==> src/eicr_pkg.sv <==
/*
 * package of the external interrupt controller register bank: offsets, field positions,
 * reset values, sense codes, carrier structs and the sync state encoding.
 * assumes byte addresses on a 6-bit register port with 32-bit data and byte enables.
 */
package eicr_pkg;
   localparam int          ADDR_W        = 6;
   localparam int          NUM_PINS      = 18;
   localparam logic [5:0]  OFF_CTRL      = 6'h00;
   localparam logic [5:0]  OFF_STATUS    = 6'h01;
   localparam logic [5:0]  OFF_NMICFG    = 6'h02;
   localparam logic [5:0]  OFF_NONMASKABLE_FLAG   = 6'h03;
   localparam logic [5:0]  OFF_EVOUT     = 6'h04;
   localparam logic [5:0]  OFF_IENCLR    = 6'h08;
   localparam logic [5:0]  OFF_IENSET    = 6'h0C;
   localparam logic [5:0]  OFF_IFLAG     = 6'h10;
   localparam logic [5:0]  OFF_WAKE      = 6'h14;
   localparam logic [5:0]  OFF_CFGA      = 6'h18;
   localparam logic [5:0]  OFF_CFGB      = 6'h1C;
   localparam logic [5:0]  OFF_CFGC      = 6'h20;
   localparam int          CTRL_SOFT_RESET_TRIGGER    = 0;
   localparam int          CTRL_ENABLE   = 1;
   localparam int          STATUS_BUSY   = 7;
   localparam int          NMI_FILT      = 3;
   localparam int          NONMASKABLE_FLAG_BIT   = 0;
   localparam logic [7:0]  CTRL_RST      = 8'h00;
   localparam logic [3:0]  NMICFG_RST    = 4'h0;
   localparam logic [31:0] WORD_RST      = 32'h00000000;
   localparam logic [17:0] PINS_RST      = 18'h00000;
   localparam logic [2:0]  SENSE_NONE    = 3'h0;
   localparam logic [2:0]  SENSE_RISE    = 3'h1;
   localparam logic [2:0]  SENSE_FALL    = 3'h2;
   localparam logic [2:0]  SENSE_BOTH    = 3'h3;
   localparam logic [2:0]  SENSE_HIGH    = 3'h4;
   localparam logic [2:0]  SENSE_LOW     = 3'h5;

   typedef struct packed {
      logic [ADDR_W-1:0] addr;
      logic [31:0]       wdata;
      logic [3:0]        byteEn;
      logic              wr;
      logic              rd;
   } eicr_bus_t;

   typedef struct packed {
      logic [17:0] evOutEn;
      logic [17:0] wakeEn;
      logic [31:0] cfgA;
      logic [31:0] cfgB;
      logic [31:0] cfgC;
      logic        nmiFilt;
      logic [2:0]  nonmaskable_sense_sel;
   } eicr_cfg_t;

   typedef enum logic [1:0] {SY_IDLE, SY_REQ, SY_DROP} eicr_sync_t;
endpackage

==> src/eicr_regs.sv <==
/*
 * register bank and control of the external interrupt controller, with the
 * enable/soft-reset handshake toward the generic detection side and nmi detection.
 * assumes pin detection logic outside delivers one-cycle hit pulses on sys_clk and
 * that the generic detection clock arrives as a plain pin input.
 */
// The address-and-strobe port was chosen for this implementation.
// Operation
// registers are 8, 16 or 32 bits; single 8/16/32-bit accesses work.
// each byte or halfword of a register is reachable directly.
// enable-protected registers take writes only while the controller is disabled.
// write-protected registers ignore writes while access protection is asserted.
// enable bit reads back at once; controller switches after synchronisation.
// writing enable sets busy at once; busy clears when the switch completes.
// soft reset returns all registers to reset values and disables the controller.
// a write setting soft reset discards all other fields of that write.
// writing zero to soft reset has no effect.
// soft reset reads one until done; it and busy clear together.
// status bit 7 is busy; set at sync start, cleared at sync end.
// reserved bits of control and status read zero.
// software writes zero to reserved bits.
// sense codes 0 none,1 rise,2 fall,3 both,4 high,5 low; 6,7 reserved.
// with filter on, three generic-clock samples are majority voted.
// a sync access while busy is held and completes after the sync.
// flags clear on writing one; writing zero leaves them.
// enable and reset cross by request/acknowledge; busy holds until ack returns.
`timescale 1ns/1ps
`default_nettype none
module eicr_regs
   import eicr_pkg::*;
(
   input  wire logic            sys_clk,
   input  wire logic            rst_b,
   input  wire eicr_bus_t       busIn,
   output logic [31:0]          rdData,
   input  wire logic            protectOn,
   input  wire logic [17:0]     pinIrqHit,
   input  wire logic            nmiPin,
   input  wire logic            genClk,
   output eicr_cfg_t            cfgOut,
   output logic                 detEnable,
   output logic                 irqReq,
   output logic                 nmiReq,
   output logic [17:0]          irqFlags,
   output logic                 sync_in_progress,
   output logic                 ctrlStall
);

   ////////////////////////////////////////////////////////////////////////////////
   function automatic logic [31:0] lane_merge(input logic [31:0] oldV, input logic [31:0] newV,
                                              input logic [3:0] be);
      logic [31:0] res;
      res = oldV;
      for (int i = 0; i < 4; i++) begin
         if (be[i]) begin
            res[8*i +: 8] = newV[8*i +: 8];
         end
      end
      return res;
   endfunction

   // reserved sense codes are stored as no detection so pin logic never sees them
   function automatic logic [31:0] sense_legal(input logic [31:0] v);
      logic [31:0] res;
      res = v;
      for (int i = 0; i < 8; i++) begin
         if (v[4*i +: 3] > SENSE_LOW) begin
            res[4*i +: 3] = SENSE_NONE;
         end
      end
      return res;
   endfunction

   ////////////////////////////////////////////////////////////////////////////////
   eicr_cfg_t   cfg_q;
   eicr_sync_t  state_q;
   logic [17:0] intEn_q;
   logic [17:0] flags_q;
   logic        nonmaskable_flag_q;
   logic        ctrlEnable_q;
   logic        soft_reset_trigger_q;
   logic        busy_q;
   logic        req_q;
   logic        genAck_q;
   logic        ackS1_q;
   logic        ackS2_q;
   logic        genEnable_q;
   logic        pendValid_q;
   logic [7:0]  pendData_q;
   logic [31:0] rdData_q;
   logic        irqReq_q;
   logic        nmiReq_q;
   logic [3:0]  wordSel;
   logic        wrWord0;
   logic        enabled;
   logic        ctrlHit;
   logic        takeNew;
   logic        ctrlWrNow;
   logic [7:0]  ctrlData;
   logic        doSwrst;
   logic        genEdge;
   logic [31:0] rdWord;

   assign wordSel = busIn.addr[5:2];
   assign wrWord0 = busIn.wr && (wordSel == OFF_CTRL[5:2]);
   assign enabled = ctrlEnable_q | genEnable_q;

   ////////////////////////////////////////////////////////////////////////////////
   // control writes: a write arriving while busy is parked, not lost
   assign ctrlHit   = wrWord0 && busIn.byteEn[0] && !protectOn;
   assign takeNew   = ctrlHit && (state_q == SY_IDLE) && !pendValid_q;
   assign ctrlWrNow = takeNew || (pendValid_q && (state_q == SY_IDLE));
   assign ctrlData  = takeNew ? busIn.wdata[7:0] : pendData_q;
   assign doSwrst   = ctrlWrNow && ctrlData[CTRL_SOFT_RESET_TRIGGER];

   always_ff @(posedge sys_clk) begin
      if (!rst_b || doSwrst) begin
         pendValid_q <= 1'b0;
         pendData_q  <= CTRL_RST;
      end else if (ctrlHit && !takeNew) begin
         pendValid_q <= 1'b1;
         pendData_q  <= busIn.wdata[7:0];
      end else if (ctrlWrNow) begin
         pendValid_q <= 1'b0;
      end
   end

   always_ff @(posedge sys_clk) begin
      if (!rst_b) begin
         ctrlEnable_q <= 1'b0;
         soft_reset_trigger_q      <= 1'b0;
      end else if (doSwrst) begin
         ctrlEnable_q <= 1'b0;
         soft_reset_trigger_q      <= 1'b1;
      end else if (ctrlWrNow) begin
         ctrlEnable_q <= ctrlData[CTRL_ENABLE];
      end else if (state_q == SY_DROP && !ackS2_q) begin
         soft_reset_trigger_q      <= 1'b0;
      end
   end

   ////////////////////////////////////////////////////////////////////////////////
   // four-phase handshake; the acknowledge returns through two flops
   always_ff @(posedge sys_clk) begin
      if (!rst_b) begin
         state_q <= SY_IDLE;
         req_q   <= 1'b0;
         busy_q  <= 1'b0;
      end else begin
         case (state_q)
            SY_IDLE: begin
               if (ctrlWrNow) begin
                  state_q <= SY_REQ;
                  req_q   <= 1'b1;
                  busy_q  <= 1'b1;
               end
            end
            SY_REQ: begin
               if (ackS2_q) begin
                  state_q <= SY_DROP;
                  req_q   <= 1'b0;
               end
            end
            SY_DROP: begin
               if (!ackS2_q) begin
                  state_q <= SY_IDLE;
                  busy_q  <= 1'b0;
               end
            end
            default: begin
               state_q <= SY_IDLE;
               req_q   <= 1'b0;
               busy_q  <= 1'b0;
            end
         endcase
      end
   end

   always_ff @(posedge sys_clk) begin
      if (!rst_b) begin
         ackS1_q <= 1'b0;
         ackS2_q <= 1'b0;
      end else begin
         ackS1_q <= genAck_q;
         ackS2_q <= ackS1_q;
      end
   end

   ////////////////////////////////////////////////////////////////////////////////
   // generic clock pin: three flops, a rising edge counts once stages two and three agree
   logic genS1_q, genS2_q, genS3_q, genLvl_q;
   always_ff @(posedge sys_clk) begin
      if (!rst_b) begin
         genS1_q  <= 1'b0;
         genS2_q  <= 1'b0;
         genS3_q  <= 1'b0;
         genLvl_q <= 1'b0;
      end else begin
         genS1_q  <= genClk;
         genS2_q  <= genS1_q;
         genS3_q  <= genS2_q;
         genLvl_q <= (genS2_q == genS3_q) ? genS3_q : genLvl_q;
      end
   end
   assign genEdge = !genLvl_q && genS2_q && genS3_q;

   // generic side acts only on its own edges, so it stands still without that clock
   always_ff @(posedge sys_clk) begin
      if (!rst_b) begin
         genAck_q    <= 1'b0;
         genEnable_q <= 1'b0;
      end else if (genEdge) begin
         genAck_q <= req_q;
         if (req_q && !genAck_q) begin
            genEnable_q <= soft_reset_trigger_q ? 1'b0 : ctrlEnable_q;
         end
      end
   end

   ////////////////////////////////////////////////////////////////////////////////
   // configuration registers
   logic [31:0] evNew;
   logic [31:0] wakeNew;
   assign evNew   = lane_merge({14'h0000, cfg_q.evOutEn}, busIn.wdata, busIn.byteEn);
   assign wakeNew = lane_merge({14'h0000, cfg_q.wakeEn}, busIn.wdata, busIn.byteEn);
   always_ff @(posedge sys_clk) begin
      if (!rst_b || doSwrst) begin
         cfg_q <= '0;
      end else if (busIn.wr && !protectOn) begin
         if (wrWord0 && busIn.byteEn[2]) begin
            cfg_q.nmiFilt  <= busIn.wdata[16 + NMI_FILT];
            cfg_q.nonmaskable_sense_sel <= (busIn.wdata[18:16] > SENSE_LOW) ? SENSE_NONE : busIn.wdata[18:16];
         end
         if (!enabled) begin
            if (wordSel == OFF_EVOUT[5:2]) begin
               cfg_q.evOutEn <= evNew[NUM_PINS-1:0];
            end else if (wordSel == OFF_WAKE[5:2]) begin
               cfg_q.wakeEn <= wakeNew[NUM_PINS-1:0];
            end else if (wordSel == OFF_CFGA[5:2]) begin
               cfg_q.cfgA <= sense_legal(lane_merge(cfg_q.cfgA, busIn.wdata, busIn.byteEn));
            end else if (wordSel == OFF_CFGB[5:2]) begin
               cfg_q.cfgB <= sense_legal(lane_merge(cfg_q.cfgB, busIn.wdata, busIn.byteEn));
            end else if (wordSel == OFF_CFGC[5:2]) begin
               cfg_q.cfgC <= sense_legal(lane_merge(cfg_q.cfgC, busIn.wdata, busIn.byteEn));
            end
         end
      end
   end

   // interrupt enables: set and clear views of one register
   logic [31:0] ienWr;
   assign ienWr = lane_merge(WORD_RST, busIn.wdata, busIn.byteEn);
   always_ff @(posedge sys_clk) begin
      if (!rst_b || doSwrst) begin
         intEn_q <= PINS_RST;
      end else if (busIn.wr && !protectOn) begin
         if (wordSel == OFF_IENCLR[5:2]) begin
            intEn_q <= intEn_q & ~ienWr[NUM_PINS-1:0];
         end else if (wordSel == OFF_IENSET[5:2]) begin
            intEn_q <= intEn_q | ienWr[NUM_PINS-1:0];
         end
      end
   end

   // flags: a hit in the same cycle as its clear wins
   logic [17:0] flagClr;
   assign flagClr = (busIn.wr && wordSel == OFF_IFLAG[5:2]) ? ienWr[NUM_PINS-1:0] : PINS_RST;
   always_ff @(posedge sys_clk) begin
      if (!rst_b || doSwrst) begin
         flags_q <= PINS_RST;
      end else begin
         flags_q <= (flags_q & ~flagClr) | pinIrqHit;
      end
   end

   ////////////////////////////////////////////////////////////////////////////////
   // nmi pin: three-flop input, optional majority filter, sense detection
   logic nmiS1_q, nmiS2_q, nmiS3_q, nmiLvl_q, nmiPrev_q, nmiVal, nmiHit, nmiClr;
   logic [2:0] nmiSmp_q;
   always_ff @(posedge sys_clk) begin
      if (!rst_b) begin
         nmiS1_q  <= 1'b0;
         nmiS2_q  <= 1'b0;
         nmiS3_q  <= 1'b0;
         nmiLvl_q <= 1'b0;
         nmiSmp_q <= 3'h0;
      end else begin
         nmiS1_q  <= nmiPin;
         nmiS2_q  <= nmiS1_q;
         nmiS3_q  <= nmiS2_q;
         nmiLvl_q <= (nmiS2_q == nmiS3_q) ? nmiS3_q : nmiLvl_q;
         if (genEdge) begin
            nmiSmp_q <= {nmiSmp_q[1:0], nmiLvl_q};
         end
      end
   end
   assign nmiVal = cfg_q.nmiFilt ?
                   ((nmiSmp_q[0] & nmiSmp_q[1]) | (nmiSmp_q[0] & nmiSmp_q[2]) | (nmiSmp_q[1] & nmiSmp_q[2]))
                   : nmiLvl_q;

   always_comb begin
      case (cfg_q.nonmaskable_sense_sel)
         SENSE_RISE: nmiHit = nmiVal && !nmiPrev_q;
         SENSE_FALL: nmiHit = !nmiVal && nmiPrev_q;
         SENSE_BOTH: nmiHit = nmiVal != nmiPrev_q;
         SENSE_HIGH: nmiHit = nmiVal;
         SENSE_LOW:  nmiHit = !nmiVal;
         default:    nmiHit = 1'b0;
      endcase
   end

   assign nmiClr = wrWord0 && busIn.byteEn[3] && busIn.wdata[24 + NONMASKABLE_FLAG_BIT];
   always_ff @(posedge sys_clk) begin
      if (!rst_b || doSwrst) begin
         nmiPrev_q <= 1'b0;
         nonmaskable_flag_q <= 1'b0;
      end else begin
         nmiPrev_q <= nmiVal;
         nonmaskable_flag_q <= (nonmaskable_flag_q && !nmiClr) || nmiHit;
      end
   end

   ////////////////////////////////////////////////////////////////////////////////
   // read path: unmapped words read zero, data valid only in the cycle after the strobe
   always_comb begin
      rdWord = WORD_RST;
      if (wordSel == OFF_CTRL[5:2]) begin
         rdWord[CTRL_ENABLE]     = ctrlEnable_q;
         rdWord[CTRL_SOFT_RESET_TRIGGER]      = soft_reset_trigger_q;
         rdWord[8 + STATUS_BUSY] = busy_q;
         rdWord[19:16]           = {cfg_q.nmiFilt, cfg_q.nonmaskable_sense_sel};
         rdWord[24 + NONMASKABLE_FLAG_BIT] = nonmaskable_flag_q;
      end else if (wordSel == OFF_EVOUT[5:2]) begin
         rdWord[NUM_PINS-1:0] = cfg_q.evOutEn;
      end else if (wordSel == OFF_IENCLR[5:2] || wordSel == OFF_IENSET[5:2]) begin
         rdWord[NUM_PINS-1:0] = intEn_q;
      end else if (wordSel == OFF_IFLAG[5:2]) begin
         rdWord[NUM_PINS-1:0] = flags_q;
      end else if (wordSel == OFF_WAKE[5:2]) begin
         rdWord[NUM_PINS-1:0] = cfg_q.wakeEn;
      end else if (wordSel == OFF_CFGA[5:2]) begin
         rdWord = cfg_q.cfgA;
      end else if (wordSel == OFF_CFGB[5:2]) begin
         rdWord = cfg_q.cfgB;
      end else if (wordSel == OFF_CFGC[5:2]) begin
         rdWord = cfg_q.cfgC;
      end
   end

   always_ff @(posedge sys_clk) begin
      if (!rst_b) begin
         rdData_q <= WORD_RST;
         irqReq_q <= 1'b0;
         nmiReq_q <= 1'b0;
      end else begin
         rdData_q <= busIn.rd ? rdWord : WORD_RST;
         irqReq_q <= |(flags_q & intEn_q);
         nmiReq_q <= nonmaskable_flag_q;
      end
   end

   assign rdData    = rdData_q;
   assign cfgOut    = cfg_q;
   assign detEnable = genEnable_q;
   assign irqReq    = irqReq_q;
   assign nmiReq    = nmiReq_q;
   assign irqFlags  = flags_q;
   assign sync_in_progress  = busy_q;
   assign ctrlStall = pendValid_q;
endmodule
`default_nettype wire

==> config.mk <==
export PLATFORM = sky130hd
export DESIGN_NAME = eicr_regs
export DESIGN_NICKNAME = d
export VERILOG_FILES = /design/src/eicr_pkg.sv /design/src/eicr_regs.sv
export SDC_FILE = /design/constraint.sdc
export NUM_CORES = 1
export LEC_CHECK = 0
export ABC_AREA = 1
export BUFFER_PORTS_ARGS = -buffer_cell sky130_fd_sc_hd__buf_2
export CAP_MARGIN = 20
export CORE_MARGIN = 2
export CORE_UTILIZATION = 42
export DETAILED_ROUTE_END_ITERATION = 6
export GPL_ROUTABILITY_DRIVEN = 1
export PLACE_DENSITY = 0.68
export SLEW_MARGIN = 20
export SYNTH_ARGS = -nofsm -noshare
export SYNTH_HDL_FRONTEND = slang
export SYNTH_SLANG_ARGS = --single-unit
==> constraint.sdc <==
create_clock -name sys_clk -period 2.01 [get_ports sys_clk]
set_clock_uncertainty 0.15 [all_clocks]
set_input_delay 0.201 -clock sys_clk [delete_from_list [all_inputs] [get_ports sys_clk]]
set_output_delay 0.201 -clock sys_clk [all_outputs]
set_load 0.01 [all_outputs]
==> run metrics, run 1 <==
status=finished clean; unrepaired setup endpoints after global routing=false; ys async rst share=0%; Distinct cells, synth=between 40 and 50; Final Hold Viols=0; maximum clock frequency=0.537 GHz; reg2reg setup slack=0.15 ns; Buffers on Ports=~260; most frequent cells in the layout=nand2_1 (378), buf_2 (255), dfxtp_1 (232), a21oi_1 (220), inv_1 (214); largest net degree at the start of global routing=80; CTS root buffer=clkbuf_16; fin crit period=1.86 ns; endpoints failing setup=0; setup TNS=0 ns; vias per cell=around 5.4; worst r2r src=ctrlStall$_SDFFE_PP0P_; Hold Startpoint=busIn[30]; Clk Latency, worst-skew pair=between 0.5 and 0.6 ns; CP Max Fanout=24; Setup crit end kind=flip-flop; yosys synthesis warning count=0; Syn Nets=around 1600; Relative slew margins=62.3%; Largest stage delay, worst path=slightly above 0.4 ns; hold endpoint=cfgOut[92]$_SDFFE_PP0P_; I/O Pins=around 260; Pins Over Slew Limit=0; placed instance count=roughly 2100; mean area per synthesized cell=about 6.9 sq um; initial antenna violation count=3; startpoint types=flip-flop; die height=164 um; CORE AREA=25100 sq um; DR pass1 iterations=7; r2r worst-path depth=7; # DRC=0; row count=just under 60; layout cells sized above 1=a little over a fifth; CTS tree=yes; Hold Crit Class=primary input to flip-flop; period utilization=~90%; CP required=approximately 2.3 ns; Final Util=between 50% and 60%; initial core utilization=42.7%; Clock Tree Buf Depth=3; final net count=1951; grt ovf=0; Pleak=6.63 nW; worst vdd ir=between 0.0004 and 0.0005 V; Post-DRT Antenna Nets=0; Synth Cell Area=around 11000 sq um; Post-synth EDFFs=0; Non-Filler Instances=2231; commonest non-fill, non-tap cell in the layout=nand2_1; GRT Overall Usage=between 20% and 30%; Final Wtd Congestion=~0.94; first-pass GRT wire length=roughly 60 mm; max_cap viols=0; number of global-route vias before repair=around 11000; final wirelength=38.6 mm; H-tree depth=1; Worst-path clk slew=about 0.060 ns; Die W=164 um; sequential share of the synthesized area=between 40% and 50%; worst slew pin tran=0.562 ns; Vias=between 10000 and 15000; multi-input logic area=4900 sq um; CTS Sinks=roughly 230; 1st-iter DRT viols=1093; total CTS buffers=27; critical path class=flip-flop to flip-flop; WL/cell=17.3 um; hold path cells=5; FF+latch area=roughly 4600 sq um; Pwr Density=~750 nW/um^2; WP data arrival=roughly 2.2 ns; reg2reg end=cfgOut[25]$_SDFFE_PP0P_; FF+latch count, synth=232; fill count=~2500; die area=about 27000 sq um; Cells after Synth=1547; Slowest-stage cell, CP=dfxtp_1; cell-by-cell listing of the critical path=inv_1, or2_2, nand4_4, nand2_4, buf_4, buf_12, a211oi_1; Main synth FF type=dfxtp_1; Layout Area Growth over Synthesis=32.5%; hpwl dp=28.5 mm
==> repair_timing <==
item	CTS	global route
setup buffers	0	2
hold buffers	56	0
setup endpoints to repair	0	23
hold endpoints to repair	94	0
gates resized for setup	0	3
==> registers in the layout, indices dropped and copies added (netlist names), 2 cells and up, named ones only <==
signal / count
cfgOut: 136
rdData: 32
irqFlags: 18
nmiSmp_q: 3
pendData_q: 2
state_q: 2
==> cells in the mapped netlist (2+ instances only) <==
cell type / instances / area [sq um]
nand2_1: 378 / 1420
dfxtp_1: 232 / 4640
a21oi_1: 220 / 1100
inv_1: 214 / 803
nor2_1: 103 / 387
o21ai_0: 98 / 490
nand3_1: 69 / 345
buf_2: 46 / 230
a211oi_1: 37 / 278
clkbuf_1: 25 / 93.8
nand4_1: 23 / 144
o211ai_1: 12 / 90.1
o31ai_1: 12 / 90.1
o221ai_1: 10 / 87.6
inv_2: 8 / 30.0
o22ai_1: 7 / 43.8
nor3_1: 6 / 30.0
nor2_2: 4 / 25.0
a22oi_1: 3 / 22.5
nand2_2: 3 / 18.8
a22o_1: 2 / 17.5
a41oi_1: 2 / 17.5
buf_1: 2 / 7.51
buf_4: 2 / 15.0
ha_1: 2 / 25.0
nand3b_1: 2 / 15.0
nor3_4: 2 / 32.5
o2111ai_1: 2 / 17.5
o21ai_1: 2 / 10.0
or2_2: 2 / 12.5
==> routing by layer <==
layer / wire, um / GRT usage [%]
met4: 1820 / 13.0
met1: 15400 / 35.4
met5: 0 / 0
met3: 3400 / 4.22
met2: 18000 / 46.4
==> through the flow <==
| stage | total power [mW] | instance area, sq um | worst slack (ns) | hold WS [ns] |
|---|---|---|---|---|
| 2_1_floorplan | 5.24 | 10700 | 0.352 | 0.149 |
| 3_3_place_gp | 5.60 | 12700 | 0.0344 | 0.231 |
| 3_5_place_dp | 5.61 | 12700 | -0.00212 | 0.238 |
| 4_1_cts | 10.7 | 14200 | 0.0800 | 0.0354 |
| 5_1_grt | 11.0 | 14200 | 0.00790 | 0.0626 |
| 6_report | 10.7 | 14200 | 0.148 | 0.0454 |
==> how the worst max path moves through the flow <==
stage / start / endpoint / slack [ns] / cells past startpoint
4_1_cts: state_q[0]$_SDFFE_PN0P_ / cfgOut[99]$_SDFFE_PP0P_ / 0.08 / 10
2_1_floorplan: detEnable$_SDFFE_PN0P_ / cfgOut[100]$_SDFFE_PP0P_ / 0.35 / 6
3_5_place_dp: protectOn / cfgOut[99]$_SDFFE_PP0P_ / -0.002 / 11
5_1_grt: state_q[0]$_SDFFE_PN0P_ / cfgOut[5]$_SDFFE_PP0P_ / 0.008 / 9
6_report: ctrlStall$_SDFFE_PP0P_ / cfgOut[25]$_SDFFE_PP0P_ / 0.15 / 7
3_3_place_gp: protectOn / cfgOut[95]$_SDFFE_PP0P_ / 0.03 / 11
==> area by class of cell <==
type | count | area share (%)
Timing Repair Buffer | 382 | 17.6
Sequential cell | 232 | 32.7
Tap cell | 330 | 2.91
Inverter | 223 | 5.91
Multi-Input combinational cell | 1016 | 34.5
Clock buffer | 39 | 5.64
Antenna cell | 2 | 0.0352
Clock inverter | 7 | 0.775
==> critical path: cells and delay by family, from the launching register on <==
kind,cells,cell delay (ns)
buffers and inverters,3,0.45
AO/OA/AOI/OAI,1,0.23
AND/OR/NAND/NOR,3,0.53
flip-flops,1,0.41
==> power by group <==
part	total [mW]	switching, mW	internal, mW
Combinational	0.907	0.575	0.331
Sequential	4.72	0.0580	4.66
Clock	5.04	1.92	3.12
Total	10.7	2.56	8.11
==> logic make-up after synthesis <==
family	count (synthesis)	synth area share [%]
and+or+nand+nor	602	23.7
AOI/OAI and AO/OA	411	21.5
buffers and inverters	299	11.1
DFF	232	43.3
adders and majority gates	2	0.233
xor gates and xnor gates	1	0.0817
(Power assumes the default switching activity.)
==> run 2, diff against run 1 <==
--- a/config.mk
+++ b/config.mk
@@ -5,7 +5,6 @@
 export SDC_FILE = /design/constraint.sdc
 export NUM_CORES = 1
 export LEC_CHECK = 0
-export ABC_AREA = 1
 export BUFFER_PORTS_ARGS = -buffer_cell sky130_fd_sc_hd__buf_2
 export CAP_MARGIN = 20
 export CORE_MARGIN = 2
==> run 2 against run 1 <==
Flip-flop and latch count is the same. Area after synthesis shrank 1.2%. Combinational power grew 2.8%. Largest cell class unchanged. Register-to-register slack lost 0.05 ns. Clock power grew 2%. Design area is essentially flat. Maximum frequency shrank 4.5%. Critical endpoint is now irqFlags[14]$_SDFF_PP0_. Non-clock buffer count grew 17. Final cell count shrank 14%.
==> run metrics, run 2 <==
worst vdd ir=0.000647 V (+36%); final net count=1628 (-17%); synth top area cells=dfxtp_1 (44%), mux2i_1 (8.1%), a21oi_1 (7.3%), nor2_1 (5.5%), o21ai_0 (4.4%); Layout Area Growth over Synthesis=34.1%; Final Wtd Congestion=0.873 (-7.4%); DR pass1 iterations=5 (-2); post-place setup slack=-0.00585 ns (-0.00373 ns); number of global-route vias before repair=10400 (-6.5%); Critical Path Sink=irqFlags[14]$_SDFF_PP0_; fill count=2298 (-7.3%); mean area per synthesized cell=8.58 sq um (+24%); register share of total power=43.6% (-0.6 points); endpoints failing setup=0 (unchanged); Cells after Synth=1234 (-20%); initial antenna violation count=0 (-3); net switching power=2.59 mW (+1.4%); first-pass GRT wire length=58.8 mm (about the same); Worst Setup Slack, final=0.0598 ns (-0.0878 ns); Final Hold Viols=0 (unchanged); Synth top cells by count=dfxtp_1 (232), a21oi_1 (155), nor2_1 (154); CTS Sinks=232 (unchanged); grt ovf=0 (unchanged); CP required=2.28 ns (about the same); period utilization=97.0% (+4.4 points); WL/cell=20.2 um (+17%); worst slew pin tran=0.526 ns (-0.0360 ns); CORE AREA=25000 sq um (-0.58%); total CTS buffers=27 (unchanged); CP Max Fanout=17 (-29%); Die W=163 um (-0.60%); fin crit period=1.95 ns (+0.0878 ns); yosys synthesis warning count=0 (unchanged); GRT Overall Usage=28.2% (+0.43 points); Pleak=6.32 nW (-4.8%); WP data arrival=2.22 ns (+0.07 ns); Post-synth EDFFs=0 (unchanged); FF+latch count, synth=232 (unchanged); crit path from=busIn[1]; Relative slew margins=64.9% (+2.6 points); r2r worst-path depth=8 (+1); Main synth FF type=dfxtp_1; Non-Filler Instances=1910 (-14%); Setup crit end kind=flip-flop; CTS tree=yes; final wirelength=38.6 mm (about the same); Distinct cells, synth=57 (+21%); reg2reg setup slack=0.10 ns (-0.05 ns); count leader, synth=dfxtp_1; Clk Latency, worst-skew pair=0.55 ns (+0.02 ns); Pwr Density=759 nW/um^2 (+1.2%); die height=163 um (-0.60%); Post-DRT Antenna Nets=0 (unchanged); Total Power=10.8 mW (+1.1%); Synth area leader=dfxtp_1; clock share of power=47.7% (+0.4 points); share of the synthesized area in the top cell type=43.9% (+0.53 points); max reg flops=136 (unchanged); setup TNS=0 ns (unchanged); 1st-iter DRT viols=1075 (-1.6%); most frequent cells in the layout=buf_2 (254), dfxtp_1 (232), a21oi_1 (155), nor2_1 (154), o21ai_0 (94); sequential share of the synthesized area=43.9% (+0.53 points); CTS root buffer=clkbuf_16; reg2reg end=nonmaskable_flag_q$_SDFF_PP0_; Buffers on Ports=255 (unchanged); H-tree depth=1 (unchanged); layout cells sized above 1=26.4% (+5.5 points); Pins Over Slew Limit=0 (unchanged); commonest non-fill, non-tap cell in the layout=buf_2; hpwl dp=26.3 mm (-7.5%); max_cap viols=0 (unchanged); Internal=8.19 mW (+1.0%); Worst-path clk slew=0.06 ns (about the same); I/O Pins=258 (unchanged); # DRC=0 (unchanged); initial core utilization=42.4% (-0.27 points); ys async rst share=0% (unchanged); Syn Nets=1303 (-19%); startpoint types=primary input; Sw Ratio=24.0% (+0.059 points); critical path class=primary input to flip-flop; CTS resizes=0 (unchanged); Clock Tree Buf Depth=3 (unchanged); Vias=10900 (-9.5%); placed instance count=1780 (-16%); status=finished clean; vias per cell=5.72 (+5.7%); die area=26500 sq um (-1.2%); maximum clock frequency=0.513 GHz (-4.5%); Logic pwr share=8.6% (about the same); largest net degree at the start of global routing=63 (-21%); worst r2r src=nmiSmp_q[0]$_SDFFE_PN0P_; Synth Cell Area=10600 sq um (-1.2%); row count=58 (unchanged); Hold Crit Class=primary input to flip-flop
==> run 2: worst max-delay path: stages <==
cell           delay, ns
dlygate4sd3_1       0.53
buf_2               0.20
buf_4               0.30
nand4_1             0.16
a21oi_1             0.20
dlygate4sd3_1       0.57
nor2_1              0.04
==> run 2: cells by family (layout without fill, tap and decap cells) <==
kind of cell	count (synthesis)	in the layout	synth area share, %
other cells	0	1	0
xor+xnor	1	1	0.0827
buf+inv	110	455	5.05
simple gates	428	428	20.3
fa+ha+maj	3	3	0.331
flops	232	232	43.9
compound gates	344	344	18.7
mux	116	116	11.6
==> run 2: power groups by stage <==
stage                     Combinational, mW  Clock (mW)  Sequential (mW)
final                                 0.932        5.15             4.70
after global routing                  0.995        5.39             4.71
after CTS                             0.910        5.20             4.70
after detailed placement              0.783           0             4.80
after global placement                0.775           0             4.80
after floorplan                       0.426           0             4.79
==> run 2: area by class of cell <==
class                   count  area, sq um  share of cell area (%)
multi-input cells         892         5420                    38.2
flip-flops and latches    232         4640                    32.7
repair buffers            399         2760                    19.4
clock buffers              37          763                    5.38
well taps                 330          413                    2.91
clock inverters            12          169                    1.19
inverters                   7         26.3                   0.185
diodes                      1         2.50                  0.0176
==> run 2: how the worst min path moves through the flow <==
stage	from	end	depth (start not counted)
detailed placement	pinIrqHit[13]	irqFlags[13]$_SDFF_PP0_	3
floorplan	pinIrqHit[0]	irqFlags[0]$_SDFF_PP0_	2
global placement	pinIrqHit[11]	irqFlags[11]$_SDFF_PP0_	3
global route	busIn[2]	cfgOut[70]$_SDFFE_PP0P_	4
CTS	busIn[4]	flip-flop	4
finish	busIn[4]	flip-flop	4
==> run 2: per-stage QoR <==
step / utilization [%] / hold WS (ns) / cell area [sq um]
2_1_floorplan: - / 0.168 / 10600
3_3_place_gp: 49.9 / 0.255 / 12500
3_5_place_dp: 49.9 / 0.265 / 12500
4_1_cts: 56.8 / 0.00204 / 14200
5_1_grt: 56.9 / 0.0639 / 14200
6_report: 56.9 / 0.0311 / 14200
==> run 2: layer usage <==
metal / GRT usage, % / vias to the layer above / part of all wire, %
li1: - / 5098 / -
met1: 36.9 / 5188 / 41
met2: 45.3 / 537 / 46
met3: 5.65 / 101 / 8.7
met4: 12.2 / 0 / 4.2
met5: 0 / - / 0
==> run 2: repair_timing <==
item	in CTS	in global routing
hold endpoints to repair	171	0
setup endpoints to repair	0	5
buffers inserted	0	2
hold buffers	78	0
